==> src/mdrx_pkg.sv <==
// mdrx_pkg: shared constants and types for the multi-dwell receive framer
// assumes a single 50 MHz data clock domain for every user of this package
package mdrx_pkg;

  // segment buffer geometry
  localparam int SEG_W = 64;
  localparam int SEG_AW = 5;
  localparam logic [SEG_AW:0] SEG_DEPTH = 6'h20;
  localparam logic [SEG_AW:0] SEG_ZERO = 6'h00;
  localparam logic [SEG_AW:0] SEG_ONE = 6'h01;

  // uncorrectable segment count run limit
  localparam logic [1:0] BAD_RUN_LIMIT = 2'h3;
  localparam logic [1:0] BAD_ONE = 2'h1;

  // acknowledgement framing
  localparam logic [1:0] ACK_FRAME_FMT = 2'h3;
  localparam logic [2:0] ACK_MV_MAJOR = 3'h3;
  localparam logic [2:0] ACK_MV_MINOR = 3'h5;
  localparam logic [2:0] ACK_SEGMENTS = 3'h6;
  localparam logic [2:0] SINGLE_DWELL_SEGS = 3'h0;

  // realised rate phase accumulator
  localparam int ACC_W = 16;

  // receive control states
  typedef enum logic [1:0] {
    MDRX_IDLE,
    MDRX_RECV,
    MDRX_READ,
    MDRX_OUT
  } mdrx_state_t;

endpackage

==> src/mdrx_frame_end.sv <==
// mdrx_frame_end: multi-dwell receive frame end handling and hop policy
// assumes segments arrive already decoded, one per seg_valid pulse, and
// that the upper layer drains released data with a valid/ready handshake
// How it works
// - on end of frame, hand all buffered segments to the upper layer
// - frame end is decided from the carried end-of-frame flag or a third bad segment count in a row
// - bit sync lost before end flag releases every buffered segment
// - under three bad segment counts, keep predicted position, no slip
// - multi-dwell acks and single coding block messages use six-segment format
// - encapsulated bits are timed at the realised data rate
// - without hop timing, assume a hop at every hop slot
// - hops are detected from the radio hop-sync output
// - ack not fitting one dwell uses format 3, variant 3:5, 6 segments
// - acks use multi-dwell unless the current dwell is known long
// - length-affecting ack settings come only from network config
// - unknown dwell length means assume worst-case hop in every slot
// - the first packet of a frame has segment count zero
// - after a packet's last bit, open the start pattern window
`timescale 1ns/1ps
module mdrx_frame_end (
  // clock and reset
  input wire logic clock,
  input wire logic rstn,
  // receive segment stream from the demodulator
  input wire logic frame_start,
  input wire logic bit_sync,
  input wire logic seg_valid,
  input wire logic [mdrx_pkg::SEG_W-1:0] seg_data,
  input wire logic pkt_last_bit,
  // packet start pattern and decoded segment count
  input wire logic packet_start_pattern,
  input wire logic [mdrx_pkg::SEG_AW:0] seg_count,
  input wire logic seg_count_ok,
  input wire logic eof_flag,
  // upper layer delivery
  output logic out_valid,
  output logic [mdrx_pkg::SEG_W-1:0] out_data,
  output logic out_last,
  input wire logic out_ready,
  // radio hop timing
  input wire logic hop_sync,
  input wire logic hop_info_avail,
  input wire logic dwell_len_known,
  input wire logic dwell_long_known,
  input wire logic slot_tick,
  output logic hop_event,
  output logic assume_hop_all,
  output logic corr_window_open,
  // realised rate timing
  input wire logic [mdrx_pkg::ACC_W-1:0] realised_rate_inc,
  output logic eff_bit_tick,
  // acknowledgement format selection
  input wire logic single_block_msg,
  input wire logic [1:0] net_fec_cfg,
  input wire logic [1:0] net_dispersive_coding_block,
  input wire logic [1:0] long_dwell_fmt,
  output logic ack_multidwell,
  output logic [1:0] ack_frame_fmt,
  output logic [2:0] ack_message_variant_major,
  output logic [2:0] ack_message_variant_minor,
  output logic [2:0] tx_segments,
  output logic [1:0] ack_fec,
  output logic [1:0] ack_dispersive_coding_block
);

  localparam int AW = mdrx_pkg::SEG_AW;
  localparam int SW = mdrx_pkg::SEG_W;
  typedef struct packed {
    mdrx_pkg::mdrx_state_t st;
    logic [AW:0] wptr;
    logic [AW:0] hw;
    logic [AW-1:0] rptr;
    logic [1:0] bad;
    logic corr;
    logic hs_q;
    logic hop;
    logic [mdrx_pkg::ACC_W-1:0] acc;
    logic etick;
    logic hop_all;
    logic ack_md;
    logic [1:0] fmt;
    logic [2:0] mv_maj;
    logic [2:0] mv_min;
    logic [2:0] segs;
    logic [1:0] fec;
    logic [1:0] dcb;
  } mdrx_regs_t;
  mdrx_regs_t s_ff;
  mdrx_regs_t nxt_s;
  logic wr_en;
  logic [SW-1:0] rd_data;
  logic sop_take;
  logic hop_edge;
  logic [mdrx_pkg::ACC_W:0] acc_sum;
  // start of release: go read unless nothing is buffered
  function automatic mdrx_pkg::mdrx_state_t release_to(
    input logic [AW:0] hw
  );
    return (hw == mdrx_pkg::SEG_ZERO) ? mdrx_pkg::MDRX_IDLE
                                      : mdrx_pkg::MDRX_READ;
  endfunction
  // larger of high-water mark and next write position
  function automatic logic [AW:0] max_hw(
    input logic [AW:0] hw,
    input logic [AW:0] pos
  );
    return (pos > hw) ? pos : hw;
  endfunction
  mdrx_seg_mem u_mem (
    .clock(clock),
    .rstn(rstn),
    .wr_en(wr_en),
    .wr_addr(s_ff.wptr[AW-1:0]),
    .wr_data(seg_data),
    .rd_addr(s_ff.rptr),
    .rd_data(rd_data)
  );
  // handshake and strobes decoded from the state
  assign sop_take = packet_start_pattern && s_ff.corr;
  assign wr_en = (s_ff.st == mdrx_pkg::MDRX_RECV) && seg_valid &&
                 (s_ff.wptr < mdrx_pkg::SEG_DEPTH);
  assign hop_edge = hop_sync && !s_ff.hs_q;
  assign acc_sum = {1'b0, s_ff.acc} + {1'b0, realised_rate_inc};
  assign out_valid = (s_ff.st == mdrx_pkg::MDRX_OUT);
  assign out_last = out_valid &&
                    ({1'b0, s_ff.rptr} + mdrx_pkg::SEG_ONE == s_ff.hw);
  assign out_data = rd_data;
  assign hop_event = s_ff.hop;
  assign assume_hop_all = s_ff.hop_all;
  assign corr_window_open = s_ff.corr;
  assign eff_bit_tick = s_ff.etick;
  assign ack_multidwell = s_ff.ack_md;
  assign ack_frame_fmt = s_ff.fmt;
  assign ack_message_variant_major = s_ff.mv_maj;
  assign ack_message_variant_minor = s_ff.mv_min;
  assign tx_segments = s_ff.segs;
  assign ack_fec = s_ff.fec;
  assign ack_dispersive_coding_block = s_ff.dcb;
  // next-state logic for receive control, hop policy and ack format
  always_comb begin
    nxt_s = s_ff;
    nxt_s.hs_q = hop_sync;
    nxt_s.acc = acc_sum[mdrx_pkg::ACC_W-1:0];
    nxt_s.etick = acc_sum[mdrx_pkg::ACC_W];
    nxt_s.hop_all = !hop_info_avail || !dwell_len_known;
    nxt_s.hop = (hop_info_avail && hop_edge) ||
                (nxt_s.hop_all && slot_tick);
    nxt_s.ack_md = !dwell_long_known;
    nxt_s.fec = net_fec_cfg;
    nxt_s.dcb = net_dispersive_coding_block;
    nxt_s.fmt = dwell_long_known ? long_dwell_fmt
                                 : mdrx_pkg::ACK_FRAME_FMT;
    nxt_s.mv_maj = mdrx_pkg::ACK_MV_MAJOR;
    nxt_s.mv_min = mdrx_pkg::ACK_MV_MINOR;
    nxt_s.segs = (!dwell_long_known || single_block_msg) ?
                 mdrx_pkg::ACK_SEGMENTS : mdrx_pkg::SINGLE_DWELL_SEGS;
    case (s_ff.st)
      mdrx_pkg::MDRX_IDLE: begin
        if (frame_start) begin
          nxt_s.st = mdrx_pkg::MDRX_RECV;
          nxt_s.wptr = mdrx_pkg::SEG_ZERO;
          nxt_s.hw = mdrx_pkg::SEG_ZERO;
          nxt_s.bad = '0;
          nxt_s.corr = 1'b0;
        end
      end
      mdrx_pkg::MDRX_RECV: begin
        if (wr_en) begin
          nxt_s.wptr = s_ff.wptr + mdrx_pkg::SEG_ONE;
          nxt_s.hw = max_hw(s_ff.hw, s_ff.wptr + mdrx_pkg::SEG_ONE);
        end
        if (pkt_last_bit) begin
          nxt_s.corr = 1'b1;
        end
        if (!bit_sync) begin
          nxt_s.st = release_to(nxt_s.hw);
          nxt_s.corr = 1'b0;
        end else if (sop_take) begin
          nxt_s.corr = 1'b0;
          if (seg_count_ok) begin
            nxt_s.bad = '0;
            nxt_s.wptr = seg_count;
            if (eof_flag) begin
              nxt_s.hw = seg_count;
              nxt_s.st = release_to(seg_count);
            end
          end else if (s_ff.bad + mdrx_pkg::BAD_ONE ==
                       mdrx_pkg::BAD_RUN_LIMIT) begin
            nxt_s.st = release_to(nxt_s.hw);
          end else begin
            nxt_s.bad = s_ff.bad + mdrx_pkg::BAD_ONE;
            if (eof_flag) begin
              nxt_s.st = release_to(nxt_s.hw);
            end
          end
        end
      end
      mdrx_pkg::MDRX_READ: begin
        nxt_s.st = mdrx_pkg::MDRX_OUT;
      end
      mdrx_pkg::MDRX_OUT: begin
        if (out_ready) begin
          if (out_last) begin
            nxt_s.st = mdrx_pkg::MDRX_IDLE;
            nxt_s.wptr = mdrx_pkg::SEG_ZERO;
            nxt_s.hw = mdrx_pkg::SEG_ZERO;
            nxt_s.rptr = '0;
            nxt_s.bad = '0;
          end else begin
            nxt_s.rptr = s_ff.rptr + 1'b1;
            nxt_s.st = mdrx_pkg::MDRX_READ;
          end
        end
      end
      default: begin
        nxt_s.st = mdrx_pkg::MDRX_IDLE;
      end
    endcase
    // release with nothing buffered still clears tracking
    if (s_ff.st == mdrx_pkg::MDRX_RECV &&
        nxt_s.st == mdrx_pkg::MDRX_IDLE) begin
      nxt_s.wptr = mdrx_pkg::SEG_ZERO;
      nxt_s.bad = '0;
      nxt_s.rptr = '0;
    end
  end
  // state register
  always_ff @(posedge clock) begin
    if (!rstn) begin
      s_ff <= '{st: mdrx_pkg::MDRX_IDLE, fmt: mdrx_pkg::ACK_FRAME_FMT,
                mv_maj: mdrx_pkg::ACK_MV_MAJOR,
                mv_min: mdrx_pkg::ACK_MV_MINOR,
                segs: mdrx_pkg::ACK_SEGMENTS, ack_md: 1'b1,
                hop_all: 1'b1, default: '0};
    end else begin
      s_ff <= nxt_s;
    end
  end
endmodule

==> src/mdrx_seg_mem.sv <==
// mdrx_seg_mem: segment store for buffered multi-dwell data
// assumes one writer and one reader on the same clock; read data registered
`timescale 1ns/1ps
module mdrx_seg_mem (
  // clock and reset
  input wire logic clock,
  input wire logic rstn,
  // write side
  input wire logic wr_en,
  input wire logic [mdrx_pkg::SEG_AW-1:0] wr_addr,
  input wire logic [mdrx_pkg::SEG_W-1:0] wr_data,
  // read side
  input wire logic [mdrx_pkg::SEG_AW-1:0] rd_addr,
  output logic [mdrx_pkg::SEG_W-1:0] rd_data
);

  logic [mdrx_pkg::SEG_W-1:0] mem [0:(1 << mdrx_pkg::SEG_AW)-1];

  // array write, no reset needed on storage
  always_ff @(posedge clock) begin
    if (wr_en) begin
      mem[wr_addr] <= wr_data;
    end
  end

  // registered read port, cleared so the output is defined after reset
  always_ff @(posedge clock) begin
    if (!rstn) begin
      rd_data <= '0;
    end else begin
      rd_data <= mem[rd_addr];
    end
  end

endmodule

==> config.mk <==
export PLATFORM = sky130hd
export DESIGN_NAME = mdrx_frame_end
export DESIGN_NICKNAME = d
export VERILOG_FILES = /design/src/mdrx_pkg.sv /design/src/mdrx_frame_end.sv /design/src/mdrx_seg_mem.sv
export SDC_FILE = /design/constraint.sdc
export NUM_CORES = 2
export LEC_CHECK = 0
export ABC_AREA = 1
export BUFFER_PORTS_ARGS = -buffer_cell sky130_fd_sc_hd__buf_2
export CAP_MARGIN = 20
export CORE_UTILIZATION = 60
export DETAILED_ROUTE_END_ITERATION = 6
export HOLD_SLACK_MARGIN = 0.1
export PLACE_DENSITY = 0.77
export RECOVER_POWER = 25
export SLEW_MARGIN = 20
export SYNTH_ARGS = -nofsm -noshare
export SYNTH_HDL_FRONTEND = slang
export SYNTH_SLANG_ARGS = --single-unit
==> constraint.sdc <==
create_clock -name clock -period 5.1 [get_ports clock]
set_clock_uncertainty 0.1 [all_clocks]
set_input_delay 0.255 -clock clock [delete_from_list [all_inputs] [get_ports clock]]
set_output_delay 0.255 -clock clock [all_outputs]
set_load 0.01 [all_outputs]
==> Word-level counts from Yosys, hierarchy flattened <==
Memories as Yosys holds them, arrays and structs flattened. A register that Yosys moved wholly into a read port is not among the register bits.
Index checks and enable logic that the tools add are counted.
{ "word_totals": {"register_bits": 58, "ram_bits": 2048, "input_bits": 108, "output_inout_bits": 86, "word_cells": 101, "mem_count": 1} }
{ "mem_list": {"columns": ["name", "words", "width", "rd", "rd_clocked_by_memory_dff", "wr", "line_no", "rtl"], "rows": [
  ["u_mem.mem", 32, 64, 1, 1, 1, "mdrx_seg_mem.sv:17", "logic [mdrx_pkg::SEG_W-1:0] mem [0:(1 << mdrx_pkg::SEG_AW)-1];"]
]} }
{ "op_classes": {"add_sub_neg": 5, "n_lt_le_gt_ge": 2, "n_eq_ne": 12, "n_mux": 34, "bitwise": 1, "n_reduce_logical": 28} }
{ "ops": {"columns": ["operator", "count"], "rows": [
  ["12-bit two-way mux", 5],
  ["12-bit case mux with 3 select lines", 1],
  ["14-bit two-way mux", 2],
  ["2-bit two-way mux", 12],
  ["21-bit two-way mux", 1],
  ["16-bit by 16-bit adder with 17-bit output", 1],
  ["6-bit zero test", 2],
  ["6-bit two-way mux", 2],
  ["3-bit two-way mux", 3],
  ["1-bit logical AND", 8],
  ["2-bit case mux with 4 select lines", 1],
  ["7-bit AND reduction", 1],
  ["5-bit by 1-bit adder with 6-bit output (second input constant)", 1],
  ["6-bit by 1-bit adder with 6-bit output (second input constant)", 1],
  ["2-bit == test (second input constant)", 3],
  ["6-bit == test", 1],
  ["6-bit greater-than comparator", 1],
  ["6-bit < comparator (second input constant)", 1],
  ["2-bit != test (second input constant)", 3],
  ["2-bit case mux with 3 select lines", 1],
  ["5-bit by 1-bit adder with 5-bit output (second input constant)", 1],
  ["1-bit zero test", 5],
  ["5-bit two-way mux", 1],
  ["2-bit zero test", 2],
  ["other kinds (15)", 22]
]} }

==> Depth between registers and ports, before layout <==
{ "logic_depth": {"word_depth": 16, "mapped_depth": 24, "mapped_depth_nobuf": 23} }

==> Modules after synthesis <==
From an unflattened synthesis, not the netlist that was laid out.
{ "hier_totals": {"hier_cells": 7501, "area_unflattened_um2": 87193.6} }
{ "modules_own_cells": {"columns": ["module", "instances", "cells_per_inst", "area_each_um2", "seq_area_each_um2"], "rows": [
  ["mdrx_seg_mem", 1, 7026, 83855.4, 62780.2],
  ["mdrx_frame_end", 1, 475, 3338.2, 1001.0]
]} }

==> Worst setup path after synthesis <==
No wires, ideal clock.
{ "synth_timing": {"path_kind": "register to register", "startpoint": "reg s_ff[57] (netlist bit)", "endpoint": "mem u_mem.mem[0][0] (netlist bit), enable pin", "setup_time_ns": 0.487, "t_arrival_ns": 3.594, "required_ns": 4.513, "path_slack_ns": 0.919, "stages_incl_launch_ff": 6, "n_path_buf": 0, "synth_period_minus_slack_ns": 4.181, "cell_sequence": "dfxtp_1 inv_2 nand3_2 nor2_4 nand2_1 nor2_1"} }
{ "synth_via": {"elab_chain_cells": 5} }
{ "synth_lines": {"columns": ["element", "line_no", "rtl"], "rows": [
  ["start, declared", "mdrx_frame_end.sv:88", "mdrx_regs_t s_ff;"],
  ["start signal, assigned", "mdrx_frame_end.sv:230", "s_ff <= '{st: mdrx_pkg::MDRX_IDLE, fmt: mdrx_pkg::ACK_FRAME_FMT,"],
  ["start signal, assigned", "mdrx_frame_end.sv:236", "s_ff <= nxt_s;"],
  ["2-bit by 1-bit == test with 1-bit output", "mdrx_frame_end.sv:120", "assign wr_en = (s_ff.st == mdrx_pkg::MDRX_RECV) && seg_valid &&"],
  ["1-bit logical AND (2 in a row)", "mdrx_frame_end.sv:120", null],
  ["1-bit two-way mux", "mdrx_seg_mem.sv:21", "if (wr_en) begin"],
  ["1-bit two-way mux (not written as such)", "mdrx_seg_mem.sv:22", "mem[wr_addr] <= wr_data;"],
  ["end, declared", "mdrx_seg_mem.sv:17", null]
]} }
Every way passes these cells.

==> Final worst setup path <==
{ "layout_timing": {"startpoint": "reg s_ff[50] (netlist bit)", "endpoint": "reg s_ff[57] (netlist bit)"} }
{ "layout_via": {"elab_chain_cells": 13, "elab_cells_between_ends": 15, "classes_between": "add/sub: 1; order compare: 2; mux: 10; reduce/logical: 2"} }
{ "layout_lines": {"columns": ["element", "line_no", "rtl"], "rows": [
  ["6-bit by 1-bit adder with 6-bit output", "mdrx_frame_end.sv:170", "nxt_s.hw = max_hw(s_ff.hw, s_ff.wptr + mdrx_pkg::SEG_ONE);"],
  ["6-bit greater-than comparator", "mdrx_frame_end.sv:107", "return (pos > hw) ? pos : hw;"],
  ["6-bit two-way mux", "mdrx_frame_end.sv:107", null],
  ["12-bit two-way mux (*)", "mdrx_frame_end.sv:168", "if (wr_en) begin"],
  ["12-bit two-way mux (*)", "mdrx_frame_end.sv:157", "case (s_ff.st)"],
  ["6-bit zero test (*)", "mdrx_frame_end.sv:99", "return (hw == mdrx_pkg::SEG_ZERO) ? mdrx_pkg::MDRX_IDLE"],
  ["2-bit two-way mux (*)", "mdrx_frame_end.sv:99", null],
  ["2-bit two-way mux", "mdrx_frame_end.sv:192", "if (eof_flag) begin"],
  ["2-bit two-way mux", "mdrx_frame_end.sv:187", "end else if (s_ff.bad + mdrx_pkg::BAD_ONE =="],
  ["2-bit two-way mux", "mdrx_frame_end.sv:180", "if (seg_count_ok) begin"],
  ["14-bit two-way mux", "mdrx_frame_end.sv:178", "end else if (sop_take) begin"],
  ["2-bit two-way mux (*)", "mdrx_frame_end.sv:175", "if (!bit_sync) begin"],
  ["2-bit case mux with 4 select lines (*)", "mdrx_frame_end.sv:157", null]
]} }
Mark *: on every way between the ends. The rest lies on a longest branch, timed or not. The select of a mux whose other input is x is not followed.
A chain may end at the register's enable or synchronous reset.

==> summary.md <==
| Metric | Value |
|---|---|
| WP buf/inv | `4` |
| CTS tree | `built` |
| R2r setup slk | `0.96 ns` |
| Die area | `138000 sq um` |
| Unique masters post-synth | `49` |
| Post-cts resize count | `0` |
| Gpl congestion | `0.823` |
| Hold endpoint | `u_mem.rd_data[62]` |
| Final HPWL DP | `between 100000 and 150000 um` |
| Reg2Reg Launch Point | `s_ff[50]` |
| CP required | `~5.7 ns` |
| Die Height | `around 370 um` |
| Largest net degree at the start of global routing | `156` |
| Clock transition at the registers of the reported paths | `0.06 ns` |
| Pwr Density | `383 nW/um^2` |
| Vias in the first global route | `around 51000` |
| Yosys warning count | `0` |
| Initial DRC count | `8438` |
| Gr usage total | `31.6%` |
| Post-route antenna net violation count | `0` |
| Synth Register Bits | `2162` |
| Fin crit share | `81.1%` |
| Leak | `30.4 nW` |
| WS Path Type | `register to register` |
| Ports | `194` |
| Setup crit start | `s_ff[50]` |
| Crit path top cell by count | `nand2_1` |
| Worst R2R Path Depth | `22` |
| FF-to-FF End | `s_ff[57]` |
| Number of buffers created by CTS | `202` |
| Synthesized area | `81700 sq um` |
| Grt total ovfl | `0` |
| Outcome | `complete, no violations` |
| Final design instance area without fill | `approximately 93000 sq um` |
| Row count | `135` |
| Max Clk Rate | `roughly 0.24 GHz` |
| Maximum clock path buffer count | `3` |
| Worst-path cell chain | `ha_1 > nand2_1 > o21ai_0 > inv_1 > ha_1 > nand2_1 > nor2_1 > nand2_1 > nand2_4 > clkinv_4 > nand2_4 > nand2_1 > nand2_1 > nand2_1 > nor2_2 > nand3_1 > nand2_1 > nand2_1 > nand2_2 > dlygate4sd3_1 > a21oi_1 > dlygate4sd3_1` |
| Final wirelength | `219000 um` |
| Clock Latency Late Sink | `0.85 ns` |
| Max incr delay on CP | `0.58 ns` |
| Hold slack | `0.275 ns` |
| Pre-antenna DRT Iters | `6` |
| Residual DRC count | `0` |
| Pre-CTS WS | `1.73 ns` |
| Worst Hold Launch | `rstn` |
| Syn avg cell area | `14.8 sq um` |
| Width of the die | `371 um` |
| Worst IR Drop VDD | `0.335 mV` |
| Setup Viol. Count Final | `0` |
| Nets | `5909` |
| Total number of vias | `52700` |
| Via density | `6.81` |
| Number of port buffers | `186` |
| Share of layout cells above drive strength 1 | `10.4%` |
| Fin. max-slew vios | `0` |
| Worst Path Max Fanout | `8` |
| Post-Synthesis Cells | `between 5000 and 6000` |
| Initial antenna violation count | `4` |
| Ys async rst share | `0%` |
| H-tree Lvls | `4` |
| CP startpoint kind | `register` |
| CTS Sinks | `2162` |
| Slew at the pin closest to its max-slew limit | `between 1 and 1.5 ns` |
| Initial Utilization | `approximately three fifths` |
| First-pass GRT wire length | `323000 um` |
| Root Buffer | `clkbuf_16` |
| Seq/Total Area, Yosys | `78.1%` |
| EDFF count, synth | `2048` |
| Worst hold path class | `input pin to register` |
| RSZ-0062 raised after global routing | `no` |
| Placed Area | `84700 sq um` |
| Core Footprint | `135000 sq um` |
| CP arrival | `between 4 and 5 ns` |
| Critical path's top delay family | `buffers and inverters` |
| Max stage delay cell, worst path | `dlygate4sd3_1` |
| Final WS setup | `a little under 1 ns` |
| Predominant post-synthesis flop cell | `edfxtp_1` |
| Sum Neg Setup Slack | `0 ns` |
| Crit path time final | `~4.1 ns` |
| Max-cap violation count | `0` |
| Power consumption | `roughly 0.036 W` |
| Worst hold stages | `4` |
| Average routed wire per standard cell | `between 20 and 30 um` |
| Fin. Hold Viols | `0` |
| Syn-to-layout area delta | `13.7%` |
| Slew headroom | `4.98%` |
| Crit end category | `register` |
[routing by layer]
layer | part of all wire, % | global-route usage, %
met5 | 0.013 | 0
met4 | 3.3 | 10.9
met1 | 37 | 44.7
met2 | 47 | 49.4
met3 | 13 | 6.57
[worst max-delay path by stage]
stage	to	slack [ns]	cells after the start
floorplan	u_mem.mem[0][0]	0.92	5
global placement	u_mem.mem[27][28]	1.80	6
detailed placement	s_ff[43]	1.73	22
CTS	s_ff[57]	1.0	22
global route	s_ff[57]	0.63	22
finish	s_ff[57]	0.96	22
[registers in the layout, indices dropped and copies added (netlist names)]
signal	flops
u_mem.mem	2048
u_mem.rd_data	64
s_ff	38
ack_dispersive_coding_block	2
ack_fec	2
ack_frame_fmt	2
ack_multidwell	1
assume_hop_all	1
corr_window_open	1
eff_bit_tick	1
hop_event	1
tx_segments	1
[layout make-up]
type,count,area (sq um)
sequential,2162,63800
fill,8487,42400
clock inverter,97,922
timing repair buffer,454,3750
tap,1781,2230
clock buffer,286,5620
inverter,78,320
multi-input combinational,2874,16200
antenna,3,7.51
[cells by family (layout without fill, tap and decap cells)]
logic type	after synthesis	in the layout	synth area share (%)
xor gates and xnor gates	8	8	0.0950
adders and majority gates	29	29	0.453
AOI/OAI and AO/OA	1958	1958	14.5
muxes	1	1	0.0123
buffers and inverters	488	915	2.43
other	2	10	0.00919
and+or+nand+nor	871	871	4.38
DFF	2162	2162	78.1
[worst min-delay path: stages]
cell and delay, ns:
dlygate4sd3_1 0.54, buf_4 0.22, nand2_1 0.10, a31oi_1 0.04
[cells in the mapped netlist, drive strengths merged (2+ instances only)]
cell type,instances,area share [%]
nor2,93,0.55
nand3,86,0.55
xor2,7,0.084
dfxtp,114,2.8
or2,6,0.046
edfxtp,2048,75
a21o,2,0.018
o21ai,290,1.8
nand3b,3,0.028
o211ai,7,0.064
clkbuf,307,1.4
o21a,3,0.028
a22oi,4,0.037
conb,2,0.0092
ha,28,0.43
a21oi,1067,6.5
nand2,675,3.1
inv,76,0.35
a21boi,2,0.018
o221ai,512,5.5
buf,103,0.66
clkinv,2,0.015
a31oi,66,0.51
a32o,2,0.025
nand4,5,0.046
nor3,2,0.012
[per-stage QoR]
step	util (%)	cells
floorplan	-	5524
global placement	62.6	7185
detailed placement	62.6	7185
CTS	68.7	7732
global route	68.6	7733
finish	68.6	7735
[power breakdown]
group          internal [W]  leakage (nW)  total, W  switching, W
combinational      0.000365          7.83   0.00111      0.000743
clock               0.00836          3.20    0.0148       0.00647
sequential           0.0195          19.4    0.0196     0.0000535
[timing repair]
item                                   4_1_cts  5_1_grt
hold buffers                               164        0
setup buffers                                0        0
endpoints found under the hold margin     2159        0
[cell usage in the layout (no fill, tap or decap), drive strengths merged, types with 3 or more instances in the layout]
cell type    instances
nand3b               3
bufinv              13
nor2                93
clkbuf             327
nand4                5
o21ai              290
nand2              675
buf                249
a21oi             1067
nand3               86
o211ai               7
dlygate4sd3        164
edfxtp            2048
dfxtp              114
o21a                 3
o221ai             512
a31oi               66
diode                3
a22oi                4
xor2                 7
conb                 7
ha                  28
clkinvlp             4
clkinv              71
or2                  6
inv                 87
Power figures use the tool's default switching activity.
